--- config.mk ---
export PLATFORM = sky130hd
export DESIGN_NAME = sipa_top
export DESIGN_NICKNAME = d
export VERILOG_FILES = /design/src/pkg/sipa_pkg.sv /design/src/design/sipa_top.sv
export SDC_FILE = /design/constraint.sdc
export NUM_CORES = 1
export LEC_CHECK = 0
export BUFFER_PORTS_ARGS = -buffer_cell sky130_fd_sc_hd__buf_2
export CAP_MARGIN = 20
export CORE_MARGIN = 2
export CORE_UTILIZATION = 50
export CTS_CLUSTER_SIZE = 12
export DETAILED_ROUTE_END_ITERATION = 7
export GPL_ROUTABILITY_DRIVEN = 1
export GPL_TIMING_DRIVEN = 0
export HOLD_SLACK_MARGIN = 0.03
export PLACE_DENSITY = 0.71
export SETUP_SLACK_MARGIN = 0.05
export SLEW_MARGIN = 5
export SYNTH_ARGS = -nofsm -noshare
export SYNTH_HDL_FRONTEND = slang
export SYNTH_SLANG_ARGS = --single-unit
--- constraint.sdc ---
create_clock -name mclk_i -period 3.97 [get_ports mclk_i]
set_input_delay 0 -clock mclk_i [delete_from_list [all_inputs] [get_ports mclk_i]]
set_output_delay 0 -clock mclk_i [all_outputs]
set_load 0.005 [all_outputs]
--- src/pkg/sipa_pkg.sv ---
/*
 constants, offsets, field positions, reset values and types of the servo
 input/output pin assignment block; assumes one 125 MHz clock domain.
*/
// Behaviour
// - connector A pin 8 carries the function named by its selector, reset 0665
// - connector B pin 7 carries the function named by its selector, reset 0770
// - connector B pin 8 carries the function named by its selector, reset 0883
// - connector B pin 9 carries the function named by its selector, reset 0994
// - each selector holds position, speed and torque choices; active mode's choice applies
// - a pin given to control mode change ignores its own selector
// - absolute detection on: connector B pin 8 becomes transfer mode input
// - absolute detection on: connector B pin 9 becomes position request input
// - output select 0 gives status flags; 1 gives alarm code during an alarm while absolute detection is off
// - alarm code output with absolute detection raises the parameter error alarm
package sipa_pkg;
   localparam int ADDR_W = 6;
   localparam int DATA_W = 32;
   localparam int SEL_W = 16;
   localparam int NIB_W = 4;
   localparam int NUM_FUNC = 16;
   localparam int CODE_W = 3;
   localparam int GRP_W = 4;

   localparam logic [5:0] OFF_SEL_A8 = 6'h00;
   localparam logic [5:0] OFF_SEL_B7 = 6'h04;
   localparam logic [5:0] OFF_SEL_B8 = 6'h08;
   localparam logic [5:0] OFF_SEL_B9 = 6'h0C;
   localparam logic [5:0] OFF_OSEL = 6'h10;
   localparam logic [5:0] OFF_CFG = 6'h14;
   localparam logic [5:0] OFF_IRQ_STAT = 6'h18;
   localparam logic [5:0] OFF_IRQ_MASK = 6'h1C;
   localparam logic [5:0] OFF_PIN_STAT = 6'h20;

   localparam logic [15:0] RST_SEL_A8 = 16'h0665;
   localparam logic [15:0] RST_SEL_B7 = 16'h0770;
   localparam logic [15:0] RST_SEL_B8 = 16'h0883;
   localparam logic [15:0] RST_SEL_B9 = 16'h0994;
   localparam logic [15:0] RST_OSEL = 16'h0000;
   localparam logic [15:0] RST_CFG = 16'h0000;

   localparam int NIB_P_LSB = 0;
   localparam int NIB_S_LSB = 4;
   localparam int NIB_T_LSB = 8;
   localparam logic [3:0] OSEL_ALARM_CODE = 4'h1;

   localparam int CFG_MODE_LSB = 0;
   localparam int CFG_ABS_BIT = 2;
   localparam int CFG_LOP_LSB = 4;
   localparam logic [1:0] MODE_CFG_SPD = 2'h1;
   localparam logic [1:0] MODE_CFG_TRQ = 2'h2;

   localparam logic [2:0] LOP_A8 = 3'h1;
   localparam logic [2:0] LOP_B7 = 3'h2;
   localparam logic [2:0] LOP_B8 = 3'h3;
   localparam logic [2:0] LOP_B9 = 3'h4;

   localparam int IRQ_W = 2;
   localparam int IRQ_PARAM = 0;
   localparam int IRQ_ALARM = 1;

   // per-group pattern: memory, clock, parameter, comm timeout, overload,
   // overheat, overspeed, main circuit, encoder; unused groups give 0
   localparam logic [2:0] ALM_CODE [0:15] = '{3'h1, 3'h1, 3'h2, 3'h3, 3'h4, 3'h4, 3'h5,
      3'h6, 3'h7, 3'h0, 3'h0, 3'h0, 3'h0, 3'h0, 3'h0, 3'h0};

   typedef enum logic [2:0] {
      SIPA_MODE_POS = 3'b001,
      SIPA_MODE_SPD = 3'b010,
      SIPA_MODE_TRQ = 3'b100
   } sipa_mode_t;
endpackage

--- src/design/sipa_top.sv ---
/*
 servo input/output pin assignment: routes four input pins onto assignable
 functions per control mode and drives three status/alarm code outputs;
 register access over an Avalon-MM slave with waitrequest.
 assumes all inputs synchronous to mclk_i and a bus master that holds its
 request until waitrequest is seen low.
*/
// Design decisions made here: the Avalon-MM interface to the registers and the address map.
`timescale 1ns/1ps
module sipa_top #(
   parameter int SEL_WIDTH = 16
) (
   input wire logic mclk_i,
   input wire logic sys_rst_i,
   input wire logic ce_i,
   input wire logic [5:0] avs_address_i,
   input wire logic avs_read_i,
   input wire logic avs_write_i,
   input wire logic [31:0] avs_writedata_i,
   input wire logic [3:0] avs_byteenable_i,
   output logic [31:0] avs_readdata_o,
   output logic avs_waitrequest_o,
   input wire logic pin_a8_i,
   input wire logic pin_b7_i,
   input wire logic pin_b8_i,
   input wire logic pin_b9_i,
   input wire logic zero_speed_flag_i,
   input wire logic in_position_flag_i,
   input wire logic speed_reached_flag_i,
   input wire logic ready_flag_i,
   input wire logic alarm_active_i,
   input wire logic [3:0] alarm_group_i,
   output logic [15:0] func_active_o,
   output logic control_mode_change_o,
   output logic abs_transfer_mode_o,
   output logic abs_request_o,
   output logic out_b19_o,
   output logic out_a18_o,
   output logic out_a19_o,
   output logic parameter_error_alarm_o,
   output logic irq_o
);
   initial begin
      if (SEL_WIDTH < 3 * sipa_pkg::NIB_W || SEL_WIDTH > sipa_pkg::SEL_W) begin
         $error("SEL_WIDTH must hold three mode digits and fit a 16-bit register");
      end
   end

   function automatic logic [15:0] be_merge(input logic [15:0] old, input logic [31:0] wd,
                                             input logic [3:0] be);
      be_merge = {be[1] ? wd[15:8] : old[15:8], be[0] ? wd[7:0] : old[7:0]};
   endfunction

   function automatic logic [3:0] pick_code(input logic [15:0] sel,
                                            input sipa_pkg::sipa_mode_t md);
      pick_code = sel[sipa_pkg::NIB_P_LSB +: sipa_pkg::NIB_W];
      unique case (md)
         sipa_pkg::SIPA_MODE_POS: pick_code = sel[sipa_pkg::NIB_P_LSB +: sipa_pkg::NIB_W];
         sipa_pkg::SIPA_MODE_SPD: pick_code = sel[sipa_pkg::NIB_S_LSB +: sipa_pkg::NIB_W];
         sipa_pkg::SIPA_MODE_TRQ: pick_code = sel[sipa_pkg::NIB_T_LSB +: sipa_pkg::NIB_W];
      endcase
   endfunction

   function automatic logic [15:0] onehot(input logic [3:0] code, input logic act);
      onehot = act ? (16'h0001 << code) : 16'h0000;
   endfunction

   logic [15:0] sel_a8_ff, sel_b7_ff, sel_b8_ff, sel_b9_ff, osel_ff, cfg_ff;
   logic [1:0] irq_stat_ff, irq_mask_ff;
   logic [2:0] alm_code_ff;
   logic alarm_seen_ff;
   logic [31:0] nxt_rdata;

   // bus decode
   wire req = avs_read_i | avs_write_i;
   wire take = ce_i & req & avs_waitrequest_o;
   wire commit = ce_i & avs_write_i & ~avs_waitrequest_o;
   wire wr_a8 = commit & (avs_address_i == sipa_pkg::OFF_SEL_A8);
   wire wr_b7 = commit & (avs_address_i == sipa_pkg::OFF_SEL_B7);
   wire wr_b8 = commit & (avs_address_i == sipa_pkg::OFF_SEL_B8);
   wire wr_b9 = commit & (avs_address_i == sipa_pkg::OFF_SEL_B9);
   wire wr_osel = commit & (avs_address_i == sipa_pkg::OFF_OSEL);
   wire wr_cfg = commit & (avs_address_i == sipa_pkg::OFF_CFG);
   wire wr_stat = commit & (avs_address_i == sipa_pkg::OFF_IRQ_STAT);
   wire wr_mask = commit & (avs_address_i == sipa_pkg::OFF_IRQ_MASK);

   // configuration decode
   wire [1:0] mode_fld = cfg_ff[sipa_pkg::CFG_MODE_LSB +: 2];
   wire abs_en = cfg_ff[sipa_pkg::CFG_ABS_BIT];
   wire [2:0] lop_sel = cfg_ff[sipa_pkg::CFG_LOP_LSB +: 3];
   // undefined mode code falls back to position mode
   sipa_pkg::sipa_mode_t mode_q;
   assign mode_q = (mode_fld == sipa_pkg::MODE_CFG_SPD) ? sipa_pkg::SIPA_MODE_SPD :
                   (mode_fld == sipa_pkg::MODE_CFG_TRQ) ? sipa_pkg::SIPA_MODE_TRQ :
                   sipa_pkg::SIPA_MODE_POS;

   // absolute detection wins over a mode change assignment on pins b8/b9
   wire a8_en = (lop_sel != sipa_pkg::LOP_A8);
   wire b7_en = (lop_sel != sipa_pkg::LOP_B7);
   wire b8_en = (lop_sel != sipa_pkg::LOP_B8) & ~abs_en;
   wire b9_en = (lop_sel != sipa_pkg::LOP_B9) & ~abs_en;

   wire [3:0] code_a8 = pick_code(sel_a8_ff, mode_q);
   wire [3:0] code_b7 = pick_code(sel_b7_ff, mode_q);
   wire [3:0] code_b8 = pick_code(sel_b8_ff, mode_q);
   wire [3:0] code_b9 = pick_code(sel_b9_ff, mode_q);

   wire [15:0] nxt_func = onehot(code_a8, a8_en & pin_a8_i)
                        | onehot(code_b7, b7_en & pin_b7_i)
                        | onehot(code_b8, b8_en & pin_b8_i)
                        | onehot(code_b9, b9_en & pin_b9_i);

   wire nxt_lop = ((lop_sel == sipa_pkg::LOP_A8) & pin_a8_i)
                | ((lop_sel == sipa_pkg::LOP_B7) & pin_b7_i)
                | ((lop_sel == sipa_pkg::LOP_B8) & ~abs_en & pin_b8_i)
                | ((lop_sel == sipa_pkg::LOP_B9) & ~abs_en & pin_b9_i);

   // output selection
   wire osel_code = (osel_ff[3:0] == sipa_pkg::OSEL_ALARM_CODE);
   wire conflict = osel_code & abs_en;
   wire alm_mode = osel_code & ~abs_en;
   wire alarm_rise = alarm_active_i & ~alarm_seen_ff;
   // code frozen at alarm onset so a group change mid-alarm cannot glitch it
   wire [2:0] cur_code = alarm_rise ? sipa_pkg::ALM_CODE[alarm_group_i] : alm_code_ff;
   wire show_code = alm_mode & alarm_active_i;
   wire nxt_mid = (mode_q == sipa_pkg::SIPA_MODE_POS) ? in_position_flag_i
                                                      : speed_reached_flag_i;
   wire [2:0] nxt_out = show_code ? cur_code
                                  : {zero_speed_flag_i, nxt_mid, ready_flag_i};

   // interrupts: set wins over a clear in the same cycle
   wire [1:0] ev = {alarm_rise, conflict & ~parameter_error_alarm_o};
   wire [1:0] clr = wr_stat & avs_byteenable_i[0] ? avs_writedata_i[1:0] : 2'h0;
   wire [1:0] nxt_stat = (irq_stat_ff & ~clr) | ev;
   // new mask used at once so irq never lags a mask write by a cycle
   wire [1:0] nxt_mask = (wr_mask & avs_byteenable_i[0]) ? avs_writedata_i[1:0] : irq_mask_ff;

   always_comb begin
      nxt_rdata = 32'h0000_0000;
      unique case (avs_address_i)
         sipa_pkg::OFF_SEL_A8: nxt_rdata[15:0] = sel_a8_ff;
         sipa_pkg::OFF_SEL_B7: nxt_rdata[15:0] = sel_b7_ff;
         sipa_pkg::OFF_SEL_B8: nxt_rdata[15:0] = sel_b8_ff;
         sipa_pkg::OFF_SEL_B9: nxt_rdata[15:0] = sel_b9_ff;
         sipa_pkg::OFF_OSEL: nxt_rdata[15:0] = osel_ff;
         sipa_pkg::OFF_CFG: nxt_rdata[15:0] = cfg_ff;
         sipa_pkg::OFF_IRQ_STAT: nxt_rdata[1:0] = irq_stat_ff;
         sipa_pkg::OFF_IRQ_MASK: nxt_rdata[1:0] = irq_mask_ff;
         sipa_pkg::OFF_PIN_STAT: nxt_rdata[11:0] = {parameter_error_alarm_o, abs_request_o,
            abs_transfer_mode_o, control_mode_change_o, out_b19_o, out_a18_o, out_a19_o,
            1'b0, pin_a8_i, pin_b7_i, pin_b8_i, pin_b9_i};
         default: nxt_rdata = 32'h0000_0000;
      endcase
   end

   // waitrequest: one wait cycle per access, unmapped reads answer zero
   always_ff @(posedge mclk_i) begin
      if (sys_rst_i) begin
         avs_waitrequest_o <= 1'b1;
         avs_readdata_o <= 32'h0000_0000;
      end else if (ce_i) begin
         avs_waitrequest_o <= ~take;
         if (take & avs_read_i) begin
            avs_readdata_o <= nxt_rdata;
         end
      end
   end

   always_ff @(posedge mclk_i) begin
      if (sys_rst_i) begin
         sel_a8_ff <= sipa_pkg::RST_SEL_A8;
         sel_b7_ff <= sipa_pkg::RST_SEL_B7;
         sel_b8_ff <= sipa_pkg::RST_SEL_B8;
         sel_b9_ff <= sipa_pkg::RST_SEL_B9;
         osel_ff <= sipa_pkg::RST_OSEL;
         cfg_ff <= sipa_pkg::RST_CFG;
         irq_mask_ff <= 2'h0;
      end else begin
         if (wr_a8) begin
            sel_a8_ff <= be_merge(sel_a8_ff, avs_writedata_i, avs_byteenable_i);
         end
         if (wr_b7) begin
            sel_b7_ff <= be_merge(sel_b7_ff, avs_writedata_i, avs_byteenable_i);
         end
         if (wr_b8) begin
            sel_b8_ff <= be_merge(sel_b8_ff, avs_writedata_i, avs_byteenable_i);
         end
         if (wr_b9) begin
            sel_b9_ff <= be_merge(sel_b9_ff, avs_writedata_i, avs_byteenable_i);
         end
         if (wr_osel) begin
            osel_ff <= be_merge(osel_ff, avs_writedata_i, avs_byteenable_i);
         end
         if (wr_cfg) begin
            cfg_ff <= be_merge(cfg_ff, avs_writedata_i, avs_byteenable_i);
         end
         if (wr_mask & avs_byteenable_i[0]) begin
            irq_mask_ff <= avs_writedata_i[1:0];
         end
      end
   end

   always_ff @(posedge mclk_i) begin
      if (sys_rst_i) begin
         func_active_o <= 16'h0000;
         control_mode_change_o <= 1'b0;
         abs_transfer_mode_o <= 1'b0;
         abs_request_o <= 1'b0;
      end else if (ce_i) begin
         func_active_o <= nxt_func;
         control_mode_change_o <= nxt_lop;
         abs_transfer_mode_o <= abs_en & pin_b8_i;
         abs_request_o <= abs_en & pin_b9_i;
      end
   end

   always_ff @(posedge mclk_i) begin
      if (sys_rst_i) begin
         {out_b19_o, out_a18_o, out_a19_o} <= 3'h0;
         alm_code_ff <= 3'h0;
         alarm_seen_ff <= 1'b0;
         parameter_error_alarm_o <= 1'b0;
         irq_stat_ff <= 2'h0;
         irq_o <= 1'b0;
      end else if (ce_i) begin
         {out_b19_o, out_a18_o, out_a19_o} <= nxt_out;
         alm_code_ff <= cur_code;
         alarm_seen_ff <= alarm_active_i;
         parameter_error_alarm_o <= conflict;
         irq_stat_ff <= nxt_stat;
         irq_o <= |(nxt_stat & nxt_mask);
      end
   end
endmodule

### Word level (Yosys, flattened, before mapping)

Memories as Yosys holds them, arrays and structs flattened.
Index checks and enable logic that the tools add are counted.

* word-level logic and storage cells: 141
* register bits after elaboration: 145
* memories: 1
* bits in read-only memories: 48
* input port bits: 60
* output and inout bits: 57

* reductions and logical operators: 15
* bitwise gates (word level): 51
* $lt $le $gt $ge: 1
* equality and inequality tests: 22
* shift-type cells: 4
* multiplexer cells: 20

Memories
* (no name shown): words 16, bits a word 3, read ports 1, clocked after Yosys merged registers in 0, write ports 0, line sipa_top.sv:124 `wire [2:0] cur_code = alarm_rise ? sipa_pkg::ALM_CODE[alarm_group_i] : alm_code_ff;`

Operators with widths (number)
* 10-bit case mux with 7 select lines: 1
* 16-bit two-way mux: 4
* 1-bit by 4-bit << shifter with 16-bit output, first input constant: 4
* 16-bit bitwise OR: 3
* 4-bit case mux with 3 select lines: 4
* 1-bit AND: 34
* 2-bit AND reduction: 13
* 6-bit by 5-bit == test with 1-bit output, second input constant: 4
* 4-bit case mux with 6 select lines: 1
* 3-bit two-way mux: 6
* 2-bit case mux with 9 select lines: 1
* 6-bit by 4-bit == test with 1-bit output, second input constant: 2
* 3-bit by 2-bit == test with 1-bit output, second input constant: 3
* 3-bit by 1-bit == test with 1-bit output, second input constant: 2
* 3-bit == test, second input constant: 2
* 6-bit by 3-bit == test with 1-bit output, second input constant: 1
* 6-bit == test, second input constant: 1
* 6-bit logical NOT: 1
* 3-bit by 2-bit inequality test with 1-bit output, second input constant: 2
* 5-bit greater-or-equal comparator, second input constant: 1
* 1-bit inverter: 5
* 4-bit inverter with 5-bit output: 1
* 2-bit AND: 2
* 4-bit by 1-bit == test with 1-bit output, second input constant: 1
* 10 further kinds: 14

### Depth between registers and ports, before layout

* word-level depth: 10
* depth in mapped cells: 9
* depth with buffers taken out: 7

### Least setup slack after synthesis

OpenSTA, ideal clock, no wires.

* path type: flip-flop to flip-flop
* start point: register cfg_ff[0]
* end point: register func_active_o[2]
* slack: 1.884 ns
* library setup time: 0.135 ns
* data arrival time: 1.951 ns
* required time: 3.835 ns
* stages on the path, launching flop included: 9
* buffers on the path: 1
* period minus slack after synthesis: 2.086 ns
* cell sequence: dfxtp_1 -> inv_1 -> ha_1 -> buf_4 -> a221o_1 -> and2_0 -> and2_1 -> a222oi_1 -> a211oi_1

* word-level cells in the longest chain between the ends: 10
* elaborated cells between the ends (all ways): 22
* classes of those cells: 5 x eq/ne; 4 x shift; 10 x mux; 3 x bitwise

Ends and longest elaborated chain
* start, declared: line sipa_top.sv:68 `logic [15:0] sel_a8_ff, sel_b7_ff, sel_b8_ff, sel_b9_ff, osel_ff, cfg_ff;`
* start signal, assigned: line sipa_top.sv:176 `cfg_ff <= sipa_pkg::RST_CFG;`
* start signal, assigned: line sipa_top.sv:195 `cfg_ff <= be_merge(cfg_ff, avs_writedata_i, avs_byteenable_i);`
* 2-bit == test: line sipa_top.sv:94 `(mode_fld == sipa_pkg::MODE_CFG_TRQ) ? sipa_pkg::SIPA_MODE_TRQ :`
* 3-bit two-way mux: line sipa_top.sv:94
* 3-bit two-way mux *: line sipa_top.sv:93 `assign mode_q = (mode_fld == sipa_pkg::MODE_CFG_SPD) ? sipa_pkg::SIPA_MODE_SPD :`
* 3-bit == test (tied with other cells): line sipa_top.sv:57 `unique case (md)`
* 4-bit case mux with 3 select lines: line sipa_top.sv:57
* 1-bit by 4-bit << shifter with 16-bit output: line sipa_top.sv:65 `onehot = act ? (16'h0001 << code) : 16'h0000;`
* 16-bit two-way mux: line sipa_top.sv:65
* 16-bit bitwise OR: line sipa_top.sv:109 `| onehot(code_b7, b7_en & pin_b7_i)`
* 16-bit bitwise OR: line sipa_top.sv:110 `| onehot(code_b8, b8_en & pin_b8_i)`
* 16-bit bitwise OR *: line sipa_top.sv:111 `| onehot(code_b9, b9_en & pin_b9_i);`
* end signal, assigned: line sipa_top.sv:210 `func_active_o <= nxt_func;`
* end, declared: line sipa_top.sv:33 `output logic [15:0] func_active_o,`

Every way passes the cells marked *; elsewhere a longest branch is shown, timed or not.
A chain may end at the register's enable or synchronous reset.

### Worst setup path after layout

* start point: register cfg_ff[0]
* end point: register func_active_o[11]

Same word-level chain as after synthesis.

==> impl_metrics.env <==
export IMPL_slew_headroom_pct=19.7
export IMPL_die_area_um2=15600
export IMPL_status="finished, final reports clean"
export IMPL_ff2ff_path_depth=9
export IMPL_hp_class="primary input to flip-flop"
export IMPL_min_to="out_a18_o$_SDFFE_PP0P_"
export IMPL_clockBufferDepth=2
export IMPL_cts_tree="yes"
export IMPL_min_delay_start="in_position_flag_i"
export IMPL_synth_cells=878
export IMPL_num_vias=7608
export IMPL_hold_depth=5
export IMPL_clk_latency_ns=0.43
export IMPL_critPathLaunchType="flip-flop"
export IMPL_yosysWarningCount=0
export IMPL_antenna_cells=0
export IMPL_yosysSeqAreaShare_pct=39.6
export IMPL_crit_path_end_kind="flip-flop"
export IMPL_cp_required_ns=4.25
export IMPL_drt_iter0_markers=1096
export IMPL_path_cells="inv_1 -> ha_1 -> buf_4 -> a221oi_1 -> or2_2 -> clkbuf_1 -> nor4_1 -> a221oi_1 -> a311oi_1"
export IMPL_rows=44
export IMPL_antenna_found_initial=0
export IMPL_r2r_setup_slack_ns=1.25
export IMPL_reg2reg_to="func_active_o[11]$_SDFFE_PP0P_"
export IMPL_p_per_area_nw_per_um2=375
export IMPL_instances_no_fill=1216
export IMPL_synth_distinct_cells=64
export IMPL_placed_area_um2=8020
export IMPL_synthFlopType="dfxtp_1"
export IMPL_synthToLayoutAreaGrowth_pct=20.8
export IMPL_place_congestion=0.961
export IMPL_power_frac_clock_pct=47.7
export IMPL_die_h_um=125
export IMPL_drc=0
export IMPL_start_util_pct=50.8
export IMPL_postCtsSetupBuffers=0
export IMPL_overflow=0
export IMPL_crit_family="compound AO/OA/AOI/OAI gates"
export IMPL_grt_max_degree=17
export IMPL_dr_pass1_iters=5
export IMPL_power_mw=3.32
export IMPL_synth_area_per_cell_um2=8.35
export IMPL_r2r_start="cfg_ff[0]$_SDFFE_PP0P_"
export IMPL_cts_made_buffers=17
export IMPL_max_vdd_ir_drop_mv=0.336
export IMPL_synth_area_um2=7330
export IMPL_netSwitchingFraction_pct=24.8
export IMPL_hold_viol=0
export IMPL_grtUsageTotal_pct=34.0
export IMPL_wl_per_cell_um=22.0
export IMPL_ant_nets=0
export IMPL_nets=1081
export IMPL_grt_pass1_vias=7071
export IMPL_finClkSkew_ns=0.00970
export IMPL_postCtsResizedCells=0
export IMPL_seq_power_share_pct=44.8
export IMPL_wirelength_um=26800
export IMPL_hpwl_um=19600
export IMPL_worstMarginPinSlew_ns=1.19
export IMPL_async_flop_share_pct=0
export IMPL_cpPeakStageDelay_ns=0.52
export IMPL_critPathBufInv=3
export IMPL_numPortBuffers=81
export IMPL_period_needed_ns=2.72
export IMPL_rsz0062_at_grt="false"
export IMPL_p_leak_nw=3.50
export IMPL_fin_tns_setup_ns=0
export IMPL_cts_hold_buf=26
export IMPL_slowest_stage="a221oi_1"
export IMPL_dpl_cell_count=1158
export IMPL_clock_fmax_ghz=0.368
export IMPL_grt_pass1_wl_um=40900
export IMPL_routed_via_density=6.26
export IMPL_cts_sinks=145
export IMPL_fillers=1277
export IMPL_design_core_area_um2=14400
export IMPL_path_max_fanout=10
export IMPL_die_w_um=125
export IMPL_intPower_mw=2.50
export IMPL_p_switching_uw=822
export IMPL_post_route_util_pct=61.4
export IMPL_stdcell_area_um2=8850
export IMPL_critPathKind="flip-flop to flip-flop"
export IMPL_worst_ep_arrival_time_ns=3.00
export IMPL_synth_seq_cells=145
export IMPL_ioPinCount=117
export IMPL_maxSlewViolCount=0
export IMPL_cts_reportedPaths_clkPinSlew_ns=0.06
export IMPL_layout_drive_gt1_share_pct=17.2
export IMPL_power_frac_comb_pct=7.5
export IMPL_finalCritPeriodShare_pct=68.5
export IMPL_cap_violations=0
export IMPL_cpMostUsedCell="a221oi_1"
export IMPL_synth_edf_count=0
export IMPL_cts_root_buffer="clkbuf_16"
export IMPL_setup_violations_final=0
export IMPL_htree_levels=4
## final cells by class
class / instances / area (um2) / share of cell area, %
clock buffers: 20 / 437 / 4.93
inverters: 8 / 30.0 / 0.339
clock inverters: 12 / 134 / 1.51
flip-flops and latches: 145 / 2900 / 32.8
plain buffers: 82 / 445 / 5.03
well taps: 184 / 230 / 2.60
repair buffers: 107 / 666 / 7.52
multi-input cells: 658 / 4010 / 45.3
## Yosys cell counts (3+ instances only)
library cell	count	share of area (%)
a311oi_1	15	1.8
o211ai_1	4	0.41
a222oi_1	14	1.9
nor2b_1	12	1.0
a31oi_1	4	0.34
nand2b_1	16	1.4
nor4_1	12	1.0
a21oi_1	65	4.4
mux2i_1	30	4.1
or3_1	5	0.43
buf_2	20	1.4
a22o_1	11	1.3
nand2_1	106	5.4
nand3b_1	13	1.3
buf_1	4	0.20
a211oi_1	4	0.41
nor3_2	3	0.41
o21ai_0	8	0.55
a221o_1	7	0.96
nand4_1	3	0.26
buf_6	3	0.46
o21a_1	6	0.61
nor2_1	77	3.9
nand3_1	68	4.6
buf_4	24	2.5
and2_1	6	0.51
nand2_2	3	0.26
inv_1	8	0.41
a32oi_1	4	0.48
dfxtp_1	145	40
or3b_2	3	0.36
and3_1	19	1.6
a22oi_1	37	3.8
a221oi_1	18	2.2
clkbuf_1	31	1.6
o2111ai_1	5	0.60
a211o_1	13	1.6
nor3_1	18	1.2
## layer usage
metal  track usage, %  share of wire, %
met1             44.4                40
met4             14.4               3.9
met5                0                 0
met2             54.6                46
met3             7.40               9.6
## how the worst max path moves through the flow
stage | startpoint | to | slack, ns | depth (start not counted)
after floorplan | cfg_ff[0]$_SDFFE_PP0P_ | func_active_o[2]$_SDFFE_PP0P_ | 1.88 | 8
after global placement | cfg_ff[0]$_SDFFE_PP0P_ | func_active_o[9]$_SDFFE_PP0P_ | 1.38 | 7
after detailed placement | cfg_ff[0]$_SDFFE_PP0P_ | func_active_o[9]$_SDFFE_PP0P_ | 1.32 | 7
after CTS | cfg_ff[0]$_SDFFE_PP0P_ | func_active_o[11]$_SDFFE_PP0P_ | 1.35 | 9
after global routing | cfg_ff[0]$_SDFFE_PP0P_ | func_active_o[11]$_SDFFE_PP0P_ | 1.09 | 9
final | cfg_ff[0]$_SDFFE_PP0P_ | func_active_o[11]$_SDFFE_PP0P_ | 1.25 | 9
## registers in the layout, indices dropped and copies added (netlist names), 2 cells and up
name	flops
sel_b8_ff	16
func_active_o	16
irq_stat_ff	2
cfg_ff	16
irq_mask_ff	2
avs_readdata_o	16
sel_b9_ff	16
sel_b7_ff	16
osel_ff	16
alm_code_ff	3
sel_a8_ff	16
## cells in the final DEF, fill, tap and decap left out, types with 26 or more instances in the layout
cell | Yosys | final
buf_2 | 20 | 101
a21oi_1 | 65 | 65
clkbuf_1 | 31 | 34
a22oi_1 | 37 | 37
dfxtp_1 | 145 | 145
dlygate4sd3_1 | 0 | 26
nand2_1 | 106 | 106
nand3_1 | 68 | 68
nor2_1 | 77 | 77
mux2i_1 | 30 | 30
## per-stage QoR
step	hold WS, ns	worst slack [ns]
finish	0.0313	1.25
global route	0.0650	1.09
CTS	0.0313	1.35
detailed placement	0.301	1.32
global placement	0.289	1.38
floorplan	0.118	1.88
## power groups by stage
stage	combinational (mW)	sequential [mW]	clock, mW
floorplan	0.116	1.52	0
global placement	0.224	1.52	0
detailed placement	0.224	1.52	0
CTS	0.245	1.49	1.58
global route	0.267	1.49	1.65
finish	0.249	1.49	1.58
## tightest hold or removal path, stage by stage
cell      delay, ns
buf_2          0.08
mux2i_1        0.06
nand2_1        0.06
o211ai_1       0.09
a21oi_1        0.14
## logic make-up (layout without fill, tap and decap cells)
group	after synthesis	in the layout	synth area share, %
other	1	16	0.0512
and+or+nand+nor	380	380	26.2
buffers and inverters	90	229	6.49
adders and majority gates	2	2	0.341
DFF	145	145	39.6
AOI/OAI and AO/OA	230	230	23.2
muxes	30	30	4.10
(Power assumes the default switching activity.)
